--- config.mk ---
export PLATFORM = sky130hd
export DESIGN_NAME = pil_ident_top
export DESIGN_NICKNAME = d
export VERILOG_FILES = /design/src/common/pil_pkg.sv /design/src/rtl/pil_flag_mem.sv /design/src/rtl/pil_leaf_rom.sv /design/src/rtl/pil_ident_top.sv
export VERILOG_INCLUDE_DIRS = /design/src /design/src/common
export SDC_FILE = /design/constraint.sdc
export NUM_CORES = 1
export LEC_CHECK = 0
export BUFFER_PORTS_ARGS = -buffer_cell sky130_fd_sc_hd__buf_2
export CAP_MARGIN = 30
export CORE_ASPECT_RATIO = 2
export CORE_UTILIZATION = 45
export DETAILED_ROUTE_END_ITERATION = 10
export GPL_ROUTABILITY_DRIVEN = 0
export GPL_TIMING_DRIVEN = 0
export SLEW_MARGIN = 0
export SYNTH_ARGS = -nofsm -noshare
export SYNTH_HDL_FRONTEND = slang
export SYNTH_SLANG_ARGS = --single-unit
export TNS_END_PERCENT = 20
--- constraint.sdc ---
create_clock -name core_clk -period 3.5 [get_ports core_clk]
set_input_delay 0.175 -clock core_clk [delete_from_list [all_inputs] [get_ports core_clk]]
set_output_delay 0.175 -clock core_clk [all_outputs]
set_load 0.05 [all_outputs]
--- src/common/pil_params.svh ---
// Constants for the processor identification logic
`ifndef PIL_PARAMS_SVH
`define PIL_PARAMS_SVH

// ==========================================================
// Register word offsets on the bus
`define PIL_REG_ACC        3'h0
`define PIL_REG_BASE       3'h1
`define PIL_REG_COUNT      3'h2
`define PIL_REG_DATA       3'h3
`define PIL_REG_FLAGS      3'h4
`define PIL_REG_MODE       3'h5
`define PIL_REG_CMD        3'h6

// ==========================================================
// Command and status bits
`define PIL_CMD_GO         0
`define PIL_CMD_DONE       1

// ==========================================================
// Mode register fields and reset
`define PIL_MODE_PE        0
`define PIL_MODE_CPL_LO    1
`define PIL_MODE_CPL_HI    2
`define PIL_MODE_TASK_LO   4
`define PIL_MODE_TASK_HI   7
`define PIL_MODE_RST       8'h00
`define PIL_CPL_KERNEL     2'h0

// ==========================================================
// Flags register bit positions
`define PIL_FLG_IO_PRIVILEGE_FIELD_LO    12
`define PIL_FLG_IO_PRIVILEGE_FIELD_HI    13
`define PIL_FLG_NT         14
`define PIL_FLG_RSV        15
`define PIL_FLG_AC         18
`define PIL_FLG_ID         21

// ==========================================================
// Per-task flag entry layout
`define PIL_FM_IO_PRIVILEGE_FIELD_LO     0
`define PIL_FM_IO_PRIVILEGE_FIELD_HI     1
`define PIL_FM_NT          2
`define PIL_FM_AC          3
`define PIL_FM_ID          4
`define PIL_FM_WIDTH       5
`define PIL_TASK_BITS      4
`define PIL_FM_RST         5'h00

// ==========================================================
// Leaf selection
`define PIL_MAX_LEAF       32'h0000_0002
`define PIL_OVER_IDX       2'h2
`define PIL_WORD_RST       32'h0000_0000

// ==========================================================
// Identity of this core; all values arbitrary
`define PIL_VENDOR_B       32'h5a5a_0001
`define PIL_VENDOR_C       32'h5a5a_0002
`define PIL_VENDOR_D       32'h5a5a_0003
`define PIL_TYPE           2'h0
`define PIL_FAMILY         4'h1
`define PIL_MODEL          4'h2
`define PIL_STEPPING       4'h3
`define PIL_CACHE_A        32'h0000_0001
`define PIL_CACHE_B        32'h0000_0000
`define PIL_CACHE_C        32'h0000_0000
`define PIL_CACHE_D        32'h0000_0004
// Feature word: fpu, v86, dbg, pse, tsc, msr, pae, mce, cx8,
// on_chip_interrupt_controller, mtrr, pge, mca, cmov in bits 0..9,12..15
`define PIL_FEATURES       32'h0000_f3ff

`endif

--- src/common/pil_pkg.sv ---
// Types shared by the processor identification logic
`include "pil_params.svh"
package pil_pkg;
    typedef enum logic [2:0] {
        ST_IDLE = 3'b001,
        ST_WORK = 3'b010,
        ST_ACK  = 3'b100
    } pil_state_type;
    typedef logic [`PIL_FM_WIDTH-1:0]  pil_fm_type;
    typedef logic [`PIL_TASK_BITS-1:0] pil_task_type;
endpackage

--- src/rtl/pil_flag_mem.sv ---
// Per-task flag store with registered read data
`timescale 1ns/100ps
`default_nettype none
module pil_flag_mem
    import pil_pkg::*;
(
    input  wire logic         core_clk,
    input  wire logic         wr_en,
    input  wire pil_task_type wr_addr,
    input  wire pil_fm_type   wr_data,
    input  wire pil_task_type rd_addr,
    output var  pil_fm_type   rd_data
);
    // ======================================================
    // Storage, one entry per task
    pil_fm_type mem_ff [0:(1<<`PIL_TASK_BITS)-1];

    // Write port and registered read port
    always_ff @(posedge core_clk) begin
        if (wr_en) begin
            mem_ff[wr_addr] <= wr_data;
        end
        rd_data <= mem_ff[rd_addr];
    end
endmodule
`default_nettype wire

--- src/rtl/pil_leaf_rom.sv ---
// Identification leaf table with registered outputs
`timescale 1ns/100ps
`default_nettype none
module pil_leaf_rom
    import pil_pkg::*;
(
    input  wire logic        core_clk,
    input  wire logic        rst,
    input  wire logic [1:0]  leaf,
    output logic      [31:0] res_acc,
    output logic      [31:0] res_base,
    output logic      [31:0] res_count,
    output logic      [31:0] res_data
);
    // ======================================================
    // Leaf 1 signature word of this core
    logic [31:0] sig;
    assign sig = {18'h00000, `PIL_TYPE, `PIL_FAMILY, `PIL_MODEL, `PIL_STEPPING};

    // Table lookup, one cycle
    always_ff @(posedge core_clk) begin
        if (rst) begin
            res_acc   <= `PIL_WORD_RST;
            res_base  <= `PIL_WORD_RST;
            res_count <= `PIL_WORD_RST;
            res_data  <= `PIL_WORD_RST;
        end else begin
            case (leaf)
                2'h0: begin
                    res_acc   <= `PIL_MAX_LEAF;
                    res_base  <= `PIL_VENDOR_B;
                    res_count <= `PIL_VENDOR_C;
                    res_data  <= `PIL_VENDOR_D;
                end
                2'h1: begin
                    res_acc   <= sig;
                    res_base  <= `PIL_WORD_RST;
                    res_count <= `PIL_WORD_RST;
                    res_data  <= `PIL_FEATURES;
                end
                default: begin
                    res_acc   <= `PIL_CACHE_A;
                    res_base  <= `PIL_CACHE_B;
                    res_count <= `PIL_CACHE_C;
                    res_data  <= `PIL_CACHE_D;
                end
            endcase
        end
    end
endmodule
`default_nettype wire

--- src/rtl/pil_ident_top.sv ---
// Processor identification logic with flags probe bits
`timescale 1ns/100ps
`default_nettype none
module pil_ident_top
    import pil_pkg::*;
(
    input  wire logic        core_clk,
    input  wire logic        rst,
    input  wire logic [2:0]  avs_address,
    input  wire logic        avs_read,
    input  wire logic        avs_write,
    input  wire logic [31:0] avs_writedata,
    input  wire logic [3:0]  avs_byteenable,
    output logic      [31:0] avs_readdata,
    output logic             avs_waitrequest
);
    // ======================================================
    // State
    pil_state_type state_ff;
    pil_state_type nxt_state;
    logic [31:0]   acc_ff;
    logic [31:0]   base_ff;
    logic [31:0]   count_ff;
    logic [31:0]   data_ff;
    logic [7:0]    mode_ff;
    logic          done_ff;
    logic          nxt_done;
    logic [31:0]   nxt_rdata;

    // ======================================================
    // Bus decode
    logic        in_work;
    logic        wr_now;
    logic        rd_now;
    logic [31:0] wmask;
    logic        hit_acc;
    logic        hit_base;
    logic        hit_count;
    logic        hit_data;
    logic        hit_flags;
    logic        hit_mode;
    logic        hit_cmd;

    // Decode of the held request in the work cycle
    assign in_work   = (state_ff == ST_WORK);
    assign wr_now    = in_work & avs_write;
    assign rd_now    = in_work & avs_read;
    assign wmask     = {{8{avs_byteenable[3]}}, {8{avs_byteenable[2]}},
                        {8{avs_byteenable[1]}}, {8{avs_byteenable[0]}}};
    assign hit_acc   = (avs_address == `PIL_REG_ACC);
    assign hit_base  = (avs_address == `PIL_REG_BASE);
    assign hit_count = (avs_address == `PIL_REG_COUNT);
    assign hit_data  = (avs_address == `PIL_REG_DATA);
    assign hit_flags = (avs_address == `PIL_REG_FLAGS);
    assign hit_mode  = (avs_address == `PIL_REG_MODE);
    assign hit_cmd   = (avs_address == `PIL_REG_CMD);

    // ======================================================
    // Mode fields
    logic         prot_mode;
    logic [1:0]   current_privilege_level;
    pil_task_type cur_task;

    // Operating mode, privilege level and running task
    assign prot_mode = mode_ff[`PIL_MODE_PE];
    assign current_privilege_level       = mode_ff[`PIL_MODE_CPL_HI:`PIL_MODE_CPL_LO];
    assign cur_task  = mode_ff[`PIL_MODE_TASK_HI:`PIL_MODE_TASK_LO];

    // ======================================================
    // Identify leaf table
    logic [1:0]  leaf_idx;
    logic [31:0] res_acc;
    logic [31:0] res_base;
    logic [31:0] res_count;
    logic [31:0] res_data;
    logic        do_ident;

    // Leaf index from accumulator, clamp out-of-range selectors
    assign leaf_idx = (acc_ff > `PIL_MAX_LEAF) ? `PIL_OVER_IDX : acc_ff[1:0];
    assign do_ident = wr_now & hit_cmd & avs_byteenable[0]
                    & avs_writedata[`PIL_CMD_GO];

    // Constant table of this core, one cycle to data
    pil_leaf_rom u_rom (
        .core_clk  (core_clk),
        .rst       (rst),
        .leaf      (leaf_idx),
        .res_acc   (res_acc),
        .res_base  (res_base),
        .res_count (res_count),
        .res_data  (res_data)
    );

    // ======================================================
    // Per-task flags
    pil_fm_type  fm_rd;
    pil_fm_type  fm_wd;
    logic        fm_we;
    logic [31:0] flags_view;
    logic [31:0] flags_new;
    logic        io_privilege_field_ok;
    logic [1:0]  io_privilege_field_new;

    // Entry of the running task, held in the small store
    pil_flag_mem u_mem (
        .core_clk (core_clk),
        .wr_en    (fm_we),
        .wr_addr  (cur_task),
        .wr_data  (fm_wd),
        .rd_addr  (cur_task),
        .rd_data  (fm_rd)
    );

    // Flags word as software sees it; bit 15 and others zero
    always_comb begin
        flags_view = `PIL_WORD_RST;
        flags_view[`PIL_FLG_IO_PRIVILEGE_FIELD_HI:`PIL_FLG_IO_PRIVILEGE_FIELD_LO] =
            fm_rd[`PIL_FM_IO_PRIVILEGE_FIELD_HI:`PIL_FM_IO_PRIVILEGE_FIELD_LO];
        flags_view[`PIL_FLG_NT] = fm_rd[`PIL_FM_NT];
        flags_view[`PIL_FLG_AC] = fm_rd[`PIL_FM_AC];
        flags_view[`PIL_FLG_ID] = fm_rd[`PIL_FM_ID];
    end

    // Byte-masked merge of a flags write with the old value
    assign flags_new = (flags_view & ~wmask) | (avs_writedata & wmask);

    // Privilege field writable in real mode or at level 0
    assign io_privilege_field_ok  = ~prot_mode | (current_privilege_level == `PIL_CPL_KERNEL);
    assign io_privilege_field_new = io_privilege_field_ok ? flags_new[`PIL_FLG_IO_PRIVILEGE_FIELD_HI:`PIL_FLG_IO_PRIVILEGE_FIELD_LO]
                              : fm_rd[`PIL_FM_IO_PRIVILEGE_FIELD_HI:`PIL_FM_IO_PRIVILEGE_FIELD_LO];

    // New entry: nested, alignment and identify bits always load
    assign fm_wd = {flags_new[`PIL_FLG_ID],
                    flags_new[`PIL_FLG_AC],
                    flags_new[`PIL_FLG_NT],
                    io_privilege_field_new};
    assign fm_we = wr_now & hit_flags;

    // ======================================================
    // Read data selection
    logic [31:0] status_word;

    // Status shows a finished identify
    always_comb begin
        status_word = `PIL_WORD_RST;
        status_word[`PIL_CMD_DONE] = done_ff;
    end

    // Word for the addressed register, zero when unmapped
    always_comb begin
        nxt_rdata = `PIL_WORD_RST;
        if (rd_now) begin
            case (avs_address)
                `PIL_REG_ACC:   nxt_rdata = acc_ff;
                `PIL_REG_BASE:  nxt_rdata = base_ff;
                `PIL_REG_COUNT: nxt_rdata = count_ff;
                `PIL_REG_DATA:  nxt_rdata = data_ff;
                `PIL_REG_FLAGS: nxt_rdata = flags_view;
                `PIL_REG_MODE:  nxt_rdata = {24'h000000, mode_ff};
                `PIL_REG_CMD:   nxt_rdata = status_word;
                default:        nxt_rdata = `PIL_WORD_RST;
            endcase
        end
    end

    // ======================================================
    // Bus handshake sequencer
    always_comb begin
        nxt_state = state_ff;
        case (state_ff)
            ST_IDLE: begin
                if (avs_read | avs_write) begin
                    nxt_state = ST_WORK;
                end
            end
            ST_WORK: nxt_state = ST_ACK;
            ST_ACK:  nxt_state = ST_IDLE;
            default: nxt_state = ST_IDLE;
        endcase
    end

    // Sequencer, wait and read data registers
    always_ff @(posedge core_clk) begin
        if (rst) begin
            state_ff        <= ST_IDLE;
            avs_waitrequest <= 1'b1;
            avs_readdata    <= `PIL_WORD_RST;
        end else begin
            state_ff        <= nxt_state;
            avs_waitrequest <= ~in_work;
            avs_readdata    <= nxt_rdata;
        end
    end

    // ======================================================
    // Done flag: a new identify wins over a clear
    assign nxt_done = do_ident | (done_ff & ~(wr_now & hit_cmd
                    & avs_byteenable[0] & avs_writedata[`PIL_CMD_DONE]));

    // Done and mode registers
    always_ff @(posedge core_clk) begin
        if (rst) begin
            done_ff <= 1'b0;
            mode_ff <= `PIL_MODE_RST;
        end else begin
            done_ff <= nxt_done;
            if (wr_now & hit_mode & avs_byteenable[0]) begin
                mode_ff <= avs_writedata[7:0];
            end
        end
    end

    // ======================================================
    // Accumulator: selector in, result out
    always_ff @(posedge core_clk) begin
        if (rst) begin
            acc_ff <= `PIL_WORD_RST;
        end else if (do_ident) begin
            acc_ff <= res_acc;
        end else if (wr_now & hit_acc) begin
            acc_ff <= (acc_ff & ~wmask) | (avs_writedata & wmask);
        end
    end

    // Base register
    always_ff @(posedge core_clk) begin
        if (rst) begin
            base_ff <= `PIL_WORD_RST;
        end else if (do_ident) begin
            base_ff <= res_base;
        end else if (wr_now & hit_base) begin
            base_ff <= (base_ff & ~wmask) | (avs_writedata & wmask);
        end
    end

    // Count register
    always_ff @(posedge core_clk) begin
        if (rst) begin
            count_ff <= `PIL_WORD_RST;
        end else if (do_ident) begin
            count_ff <= res_count;
        end else if (wr_now & hit_count) begin
            count_ff <= (count_ff & ~wmask) | (avs_writedata & wmask);
        end
    end

    // Data register
    always_ff @(posedge core_clk) begin
        if (rst) begin
            data_ff <= `PIL_WORD_RST;
        end else if (do_ident) begin
            data_ff <= res_data;
        end else if (wr_now & hit_data) begin
            data_ff <= (data_ff & ~wmask) | (avs_writedata & wmask);
        end
    end
endmodule
`default_nettype wire

* Word level (Yosys, flattened, before mapping) *
Memory sizes are Yosys's and may differ from the RTL's. A register that Yosys moved wholly into a read port is not among the register bits.
Index checks and enable logic that the tools add are counted.

operators by class
  order comparisons = 1
  multiplexer cells = 19
  bitwise logic cells = 33
  reduce and logical (&&, ||, !) cells = 8
  eq/ne operators = 10

operators with widths
  kind                                                  number
  2-to-1 mux 32 bit                                     8
  one-hot mux 32 bit (7 select lines)                   1
  bitwise AND 32 bit                                    5
  OR 32 bit                                             4
  2-to-1 mux 31 bit                                     2
  one-hot mux 31 bit (2 select lines)                   1
  > comparator 32 x 2 -> 1 bit (second input constant)  1
  NOT 32 bit                                            1
  bitwise AND 22 bit                                    1
  OR 22 bit                                             1
  one-hot mux 9 bit (2 select lines)                    1
  bitwise AND 1 bit                                     14
  == test 3 x 2 -> 1 bit (second input constant)        3
  == test 3 bit (second input constant)                 3
  nonzero test 2 bit                                    4
  == test 3 x 1 -> 1 bit (second input constant)        2
  one-hot mux 3 bit (2 select lines)                    1
  logical NOT 2 bit                                     2
  2-to-1 mux 2 bit                                      2
  NOT 1 bit                                             4
  logical NOT 3 bit                                     1
  2-to-1 mux 3 bit                                      1
  OR 1 bit                                              3
  == test 2 x 1 -> 1 bit (second input constant)        1
  3 further kinds                                       4

storage, ports and cells
  memories = 1
  logic and storage cells = 85
  bits in writable memories = 80
  output and inout port bits = 33
  input bits = 43
  register bits = 301

memory list
  name          depth  bits a word  read ports  clocked after memory_dff  write ports  RTL line            RTL
  u_mem.mem_ff  16     5            1           1                         1            pil_flag_mem.sv:16  pil_fm_type mem_ff [0:(1<<`PIL_TASK_BITS)-1];

* Longest topological paths before layout *
Gate-level depths: netlist of run 1.

  word-level depth = 8
  depth in mapped cells = 8
  gate-level depth less buffers = 4

* Modules after synthesis *
From an unflattened synthesis of run 1, not the netlist that was laid out.

second synthesis, totals
  cells, all modules = 1174
  area, all modules = 12164.2 um2

by module, submodules not included
  module         cells an instance  area an instance (um2)  instances  sequential area each (um2)
  pil_ident_top  886                7905.1                  1          3463.3
  pil_flag_mem   155                3213.1                  1          2502.4
  pil_leaf_rom   133                1046.0                  1          80.1

* Worst setup path before layout of run 1 *
No wires, ideal clock.

  path type = register -> register
  start point = reg state_ff[0]
  end point = mem u_mem.mem_ff[4][0] in the netlist's numbering (enable)
  setup time = 0.339 ns
  data arrival time = 1.586 ns
  slack = 1.575 ns
  clock period less this slack = 1.925 ns
  required time = 3.161 ns
  buffers on the path = 1
  cell stages (with the launch flop) = 6
  cells stage by stage = dfxtp_1 and4bb_1 buf_2 and3_1 or3b_1 nor2_1

between the ends
  cells in the longest elaborated chain, start to end = 5

ends and longest elaborated chain
  element                                 RTL line              RTL
  start: declaration                      pil_ident_top.sv:19   pil_state_type state_ff;
  start signal: assignment                pil_ident_top.sv:189  state_ff <= nxt_state;
  == test 3 x 2 -> 1 bit                  pil_ident_top.sv:45   assign in_work = (state_ff == ST_WORK);
  bitwise AND 1 bit                       pil_ident_top.sv:46   assign wr_now = in_work & avs_write;
  bitwise AND 1 bit                       pil_ident_top.sv:137  assign fm_we = wr_now & hit_flags;
  2-to-1 mux 1 bit                        pil_flag_mem.sv:20    if (wr_en) begin
  2-to-1 mux 1 bit (implied by the code)  pil_flag_mem.sv:21    mem_ff[wr_addr] <= wr_data;
  end: declaration                        pil_flag_mem.sv:16

Every way passes these cells.

* Worst setup path after layout of run 1 *
  start point = reg mode_ff[5]
  end point = mem u_mem.mem_ff[3][4] in the netlist's numbering (enable)

RTL lines
  element                   RTL line              RTL
  start: declaration        pil_ident_top.sv:25   logic [7:0] mode_ff;
  start signal: assignment  pil_ident_top.sv:204  mode_ff <= `PIL_MODE_RST;
  start signal: assignment  pil_ident_top.sv:208  mode_ff <= avs_writedata[7:0];

Straight into the memory's write port.

==> results_dict.tcl, run 1 <==
set metrics [dict create \
    status "complete, but fails checks" \
    violations "DRC" \
    clock.fmax_mhz 401 \
    cts_tree "yes" \
    place_area_sq_um 11500 \
    maxCapViolCount 0 \
    seq_area_frac_synth_pct 56.0 \
    grt_pass1_wl_um 47100 \
    core_sq_um 23400 \
    maxSlewHeadroom_pct 43.1 \
    die_y_um 221 \
    antenna_found_initial 0 \
    peakVddDrop_mv 0.425 \
    insertion_delay_ns 0.54 \
    yosysWarnings 0 \
    cp_max_fo 10 \
    numCtsBuffers 24 \
    grt_start_max_net_pins 17 \
    ant_nets 0 \
    totalWireLength_um 30700 \
    synth_async_sr_flop_share_pct 0 \
    portBuffers 73 \
    setup_viol 0 \
    synth-main-ff-cell "dfxtp_1" \
    pwr_density_cell_nw_per_um2 491 \
    critPathRequiredTime_ns 3.67 \
    grt_overflow 0 \
    crit_arrival_ns 2.66 \
    start_kind "flop" \
    worst_slack_ns 1.01 \
    pin_count 76 \
    routedWlPerCell_um 23.1 \
    drc_errors 9 \
    antenna_cells 0 \
    first_pass_iters 8 \
    syn_inst 896 \
    syn_avg_cell_area_sq_um 12.0 \
    initial_core_util_pct 46.0 \
    power.leakage_nw 4.80 \
    fin_crit_sh_pct 71.2 \
    vias_per_cell 5.89 \
    finalHoldViolCount 0 \
    vias 7823 \
    busiest_layer "met2" \
    layout-drive-gt1-share_pct 19.7 \
    hold_class "input pin to flop" \
    area_growth_pct 17.5 \
    crit_type "flop to flop" \
    synth_seq_cells 262 \
    gr-usage-met2_pct 49.0 \
    yosysUniqueCellTypes 62 \
    clk_pin_slew_ns 0.07 \
    syn-num-nets 939 \
    nets 1071 \
    dieArea_sq_um 24600 \
    crit_path_end_kind "flop" \
    cts_root_buffer "clkbuf_16" \
    post-place-ws_ns 0.843 \
    fin_cells 1329 \
    grt_use_total_pct 25.2 \
    cts_max_path_buffers 3 \
    cts_resized 0 \
    synth_area_sq_um 10800 \
    skew_ns 0.0102 \
    tightest_slew_ns 0.847 \
    design_area_sq_um 12700 \
    dpl.cell_count 1252 \
    fillerInstances 2029 \
    rsz0062_at_grt "no" \
    grt_pass1_vias 8164 \
    synth-edff-count 80 \
    period_needed_ns 2.49 \
    dp_hpwl_um 22800 \
    setup_tns_ns 0 \
    row_count 79 \
    htreeDepth 1 \
    grt_util_met3_pct 2.68 \
    cts.sinks 262 \
    grt_use_met1_pct 24.6 \
    drtIter0Drc 587 \
    fp.dieW_um 111 \
    power_mw 6.22 \
    slew_violations 0 \
]
critical path, stage by stage, from the launching register on:
cell	delay, ns
dfxtp_1	0.31
clkbuf_1	0.31
clkbuf_1	0.47
nand3_1	0.31
nor3_1	0.72
synth_stat cells, drive strengths merged, types with 2 or more instances:
cell	number	area [sq um]
edfxtp	80	2400
a21oi	58	294
a221oi	7	61.3
and3b	2	17.5
o22ai	2	12.5
a22oi	78	586
and2	8	50.1
nor2	126	480
nor4	11	114
nand3b	4	33.8
and4	2	17.5
a31oi	8	50.1
o211ai	5	47.5
nor3	10	66.3
o21ai	5	25.0
nand4b	3	41.3
a2bb2o	4	40.0
mux4	26	646
clkbuf	26	97.6
buf	37	263
inv	8	30.0
nor3b	3	37.5
nand4	2	12.5
nand3	18	110
or3b	2	17.5
nand2	19	71.3
o22a	6	52.6
nor2b	3	18.8
or3	2	17.5
a211oi	38	338
dfxtp	182	3640
mux2	16	180
mux2i	77	771
nand2b	7	43.8
routing by layer:
| metal | vias up | part of all wire (%) | routed length [um] |
|---|---|---|---|
| met3 | 96 | 3.4 | 1050 |
| met4 | 0 | 6.7 | 2070 |
| met1 | 3831 | 34 | 10500 |
| met2 | 228 | 56 | 17100 |
| li1 | 3668 | - | - |
| met5 | - | 0 | 0 |
stage by stage:
stage / hold slack [ns] / util [%]
floorplan: 0.251 / -
CTS: 0.00141 / 54.1
detailed placement: 0.422 / 49.1
global placement: 0.427 / 49.1
global route: 0.0229 / 54.1
finish: 0.0149 / 54.1
final timing paths:
path | startpoint | endpoint | slack, ns | cells after the start
setup / recovery | mode_ff[5]$_SDFFE_PP0P_ | u_mem.mem_ff[3][4]$_DFFE_PP_ | 1.01 | 4
hold / removal | avs_writedata[1] | base_ff[1]$_SDFFE_PP0P_ | 0.01 | 3
setup reg to reg | mode_ff[5]$_SDFFE_PP0P_ | u_mem.mem_ff[3][4]$_DFFE_PP_ | 1.01 | 4
hold reg to reg | flop | flop | 0.47 | 2
where the power goes:
group	switching [mW]	internal [mW]	leakage [nW]	total [mW]
logic	0.210	0.103	2.19	0.313
registers	0.00803	3.13	2.19	3.14
clock network	1.19	1.58	0.420	2.77
cells by family (layout without fill, tap and decap cells):
kind of cell,after synthesis,count (layout),share of synthesized area (%)
compound gates,217,217,14.4
buf+inv,71,221,3.62
flops,262,262,56.0
mux,119,119,14.8
simple gates,227,227,11.1
cell usage in the layout (no fill, tap or decap), types with 10 or more instances in the layout:
master,netlist,layout
mux4_2,10,10
mux4_1,16,16
mux2_2,16,16
edfxtp_1,80,80
buf_2,15,88
a21oi_1,57,57
clkbuf_16,0,25
nand3_1,14,14
dlygate4sd3_1,0,33
nand2_1,19,19
mux2i_1,77,77
buf_4,13,13
clkbuf_1,26,26
nor2_1,125,125
a211oi_1,29,29
dfxtp_1,182,182
a22oi_1,78,78
repair_timing:
action / in CTS / in global routing
hold buffers: 33 / 0
hold endpoints to repair: 92 / 0
setup buffers: 0 / 0
cell type report:
class                           instances  area, sq um  share of cell area, %
Buffer                                 63          360                   2.84
Clock buffer                           31          702                   5.54
Clock inverter                         13          140                   1.11
Inverter                                8         30.0                  0.237
Multi-Input combinational cell        563         4350                   34.3
Sequential cell                       262         6050                   47.7
Tap cell                              283          354                   2.79
Timing Repair Buffer                  106          696                   5.49
Power figures use the tool's default switching activity.
==> inputs of run 2 (changes only) <==
Clock period 3.5 ns to 2.55 ns, I/O delays scaled along.
==> results_dict.tcl, run 2 (same netlist as run 1, synthesis figures left out) <==
set metrics [dict create \
    die_y_um 221 \
    nets 1073 \
    antenna_found_initial 0 \
    whs_ns 0.172 \
    power.leakage_nw 4.82 \
    skew_ns 0.0122 \
    critPathTopFamily "simple AND/OR/NAND/NOR gates" \
    tightest_slew_ns 0.841 \
    hold_class "input pin to flop" \
    grt_pass1_vias 8175 \
    slew_violations 0 \
    area_growth_pct 17.8 \
    totalWireLength_um 30700 \
    cts_max_path_buffers 3 \
    start_kind "flop" \
    design_area_sq_um 12700 \
    cts_root_buffer "clkbuf_16" \
    insertion_delay_ns 0.54 \
    place_area_sq_um 11500 \
    path_cells "and4bb_1 -> buf_2 -> and3_1 -> or3b_1 -> nor2_1" \
    initial_core_util_pct 46.0 \
    period_needed_ns 2.43 \
    crit_arrival_ns 2.60 \
    clock.fmax_mhz 412 \
    htreeDepth 1 \
    setup_viol 0 \
    grt_start_max_net_pins 17 \
    crit_type "flop to flop" \
    finalHoldViolCount 0 \
    pin_count 76 \
    layout-drive-gt1-share_pct 19.8 \
    fin_crit_sh_pct 95.2 \
    fin_cells 1331 \
    grt_pass1_wl_um 47100 \
    violations "DRC" \
    numCtsBuffers 24 \
    clk_pin_slew_ns 0.07 \
    final_cell_mix "dfxtp_1 (182), nor2_1 (125), buf_2 (88), edfxtp_1 (80), a22oi_1 (78)" \
    fp.dieW_um 111 \
    r2r_slack_ns 0.12 \
    antenna_cells 0 \
    first_pass_iters 8 \
    critPathRequiredTime_ns 2.72 \
    dp_hpwl_um 22800 \
    vias_per_cell 5.89 \
    post-place-ws_ns -0.0591 \
    final_common_cell "dfxtp_1" \
    rsz0062_at_grt "no" \
    maxSlewHeadroom_pct 44.0 \
    grt_use_total_pct 25.2 \
    drc_errors 9 \
    fillerInstances 2026 \
    grt_overflow 0 \
    dpl.cell_count 1252 \
    vias 7846 \
    ant_nets 0 \
    crit_slowest_cell "or3b_1" \
    cts_tree "yes" \
    dieArea_sq_um 24600 \
    row_count 79 \
    crit_buf_inv 1 \
    cts.sinks 262 \
    cp_max_fo 7 \
    pwr_density_cell_nw_per_um2 672 \
    peakVddDrop_mv 0.583 \
    worst_path_largest_cell_delay_ns 0.47 \
    drtIter0Drc 571 \
    core_sq_um 23400 \
    crit_path_end_kind "flop" \
    worst_slack_ns 0.123 \
    power_mw 8.54 \
    portBuffers 73 \
    routedWlPerCell_um 23.1 \
    maxCapViolCount 0 \
    status "complete, but fails checks" \
]
## run 2: power breakdown
part / leakage [nW] / internal (mW) / switching [mW]
registers: 2.19 / 4.30 / 0.0111
clock network: 0.420 / 2.17 / 1.63
logic: 2.21 / 0.143 / 0.289
total: 4.82 / 6.61 / 1.93
## run 2: final timing paths
kind,from,endpoint,depth (start not counted)
setup / recovery,state_ff[0]$_SDFFE_PP1P_,u_mem.mem_ff[12][2]$_DFFE_PP_,5
hold / removal,avs_byteenable[0],flop,4
setup reg to reg,state_ff[0]$_SDFFE_PP1P_,u_mem.mem_ff[12][2]$_DFFE_PP_,5
hold reg to reg,flop,flop,2
## run 2: layer usage
layer	global-route usage [%]	up-vias	share of wire, %
met5	0	-	0
met4	16.4	0	6.9
li1	-	3671	-
met2	49.1	245	55
met3	2.68	100	3.4
met1	24.6	3830	34
## run 2: cell type report
type | count | area [sq um] | share of cell area (%)
Tap cell | 283 | 354 | 2.79
Multi-Input combinational cell | 563 | 4360 | 34.3
Inverter | 8 | 30.0 | 0.236
Timing Repair Buffer | 108 | 716 | 5.63
Buffer | 63 | 360 | 2.84
Clock inverter | 13 | 140 | 1.10
Sequential cell | 262 | 6050 | 47.6
Clock buffer | 31 | 702 | 5.52
## run 2: through the flow
stage | setup TNS (ns) | util (%)
after global placement | -0.502 | 49.1
after detailed placement | -0.703 | 49.1
after floorplan | 0 | -
after global routing | 0 | 54.2
final | 0 | 54.2
after CTS | 0 | 54.2
## run 2: worst reg2reg max path, stage by stage (launching register included)
cell and delay, ns:
dfxtp_1 0.35, and4bb_1 0.26, buf_2 0.23, and3_1 0.30
or3b_1 0.47, nor2_1 0.45
## run 2: repair_timing
action	in CTS	in global routing
hold buffers	35	0
setup buffers	0	0
gates resized for setup	0	2
endpoints found under the setup margin	0	10
hold endpoints to repair	108	0
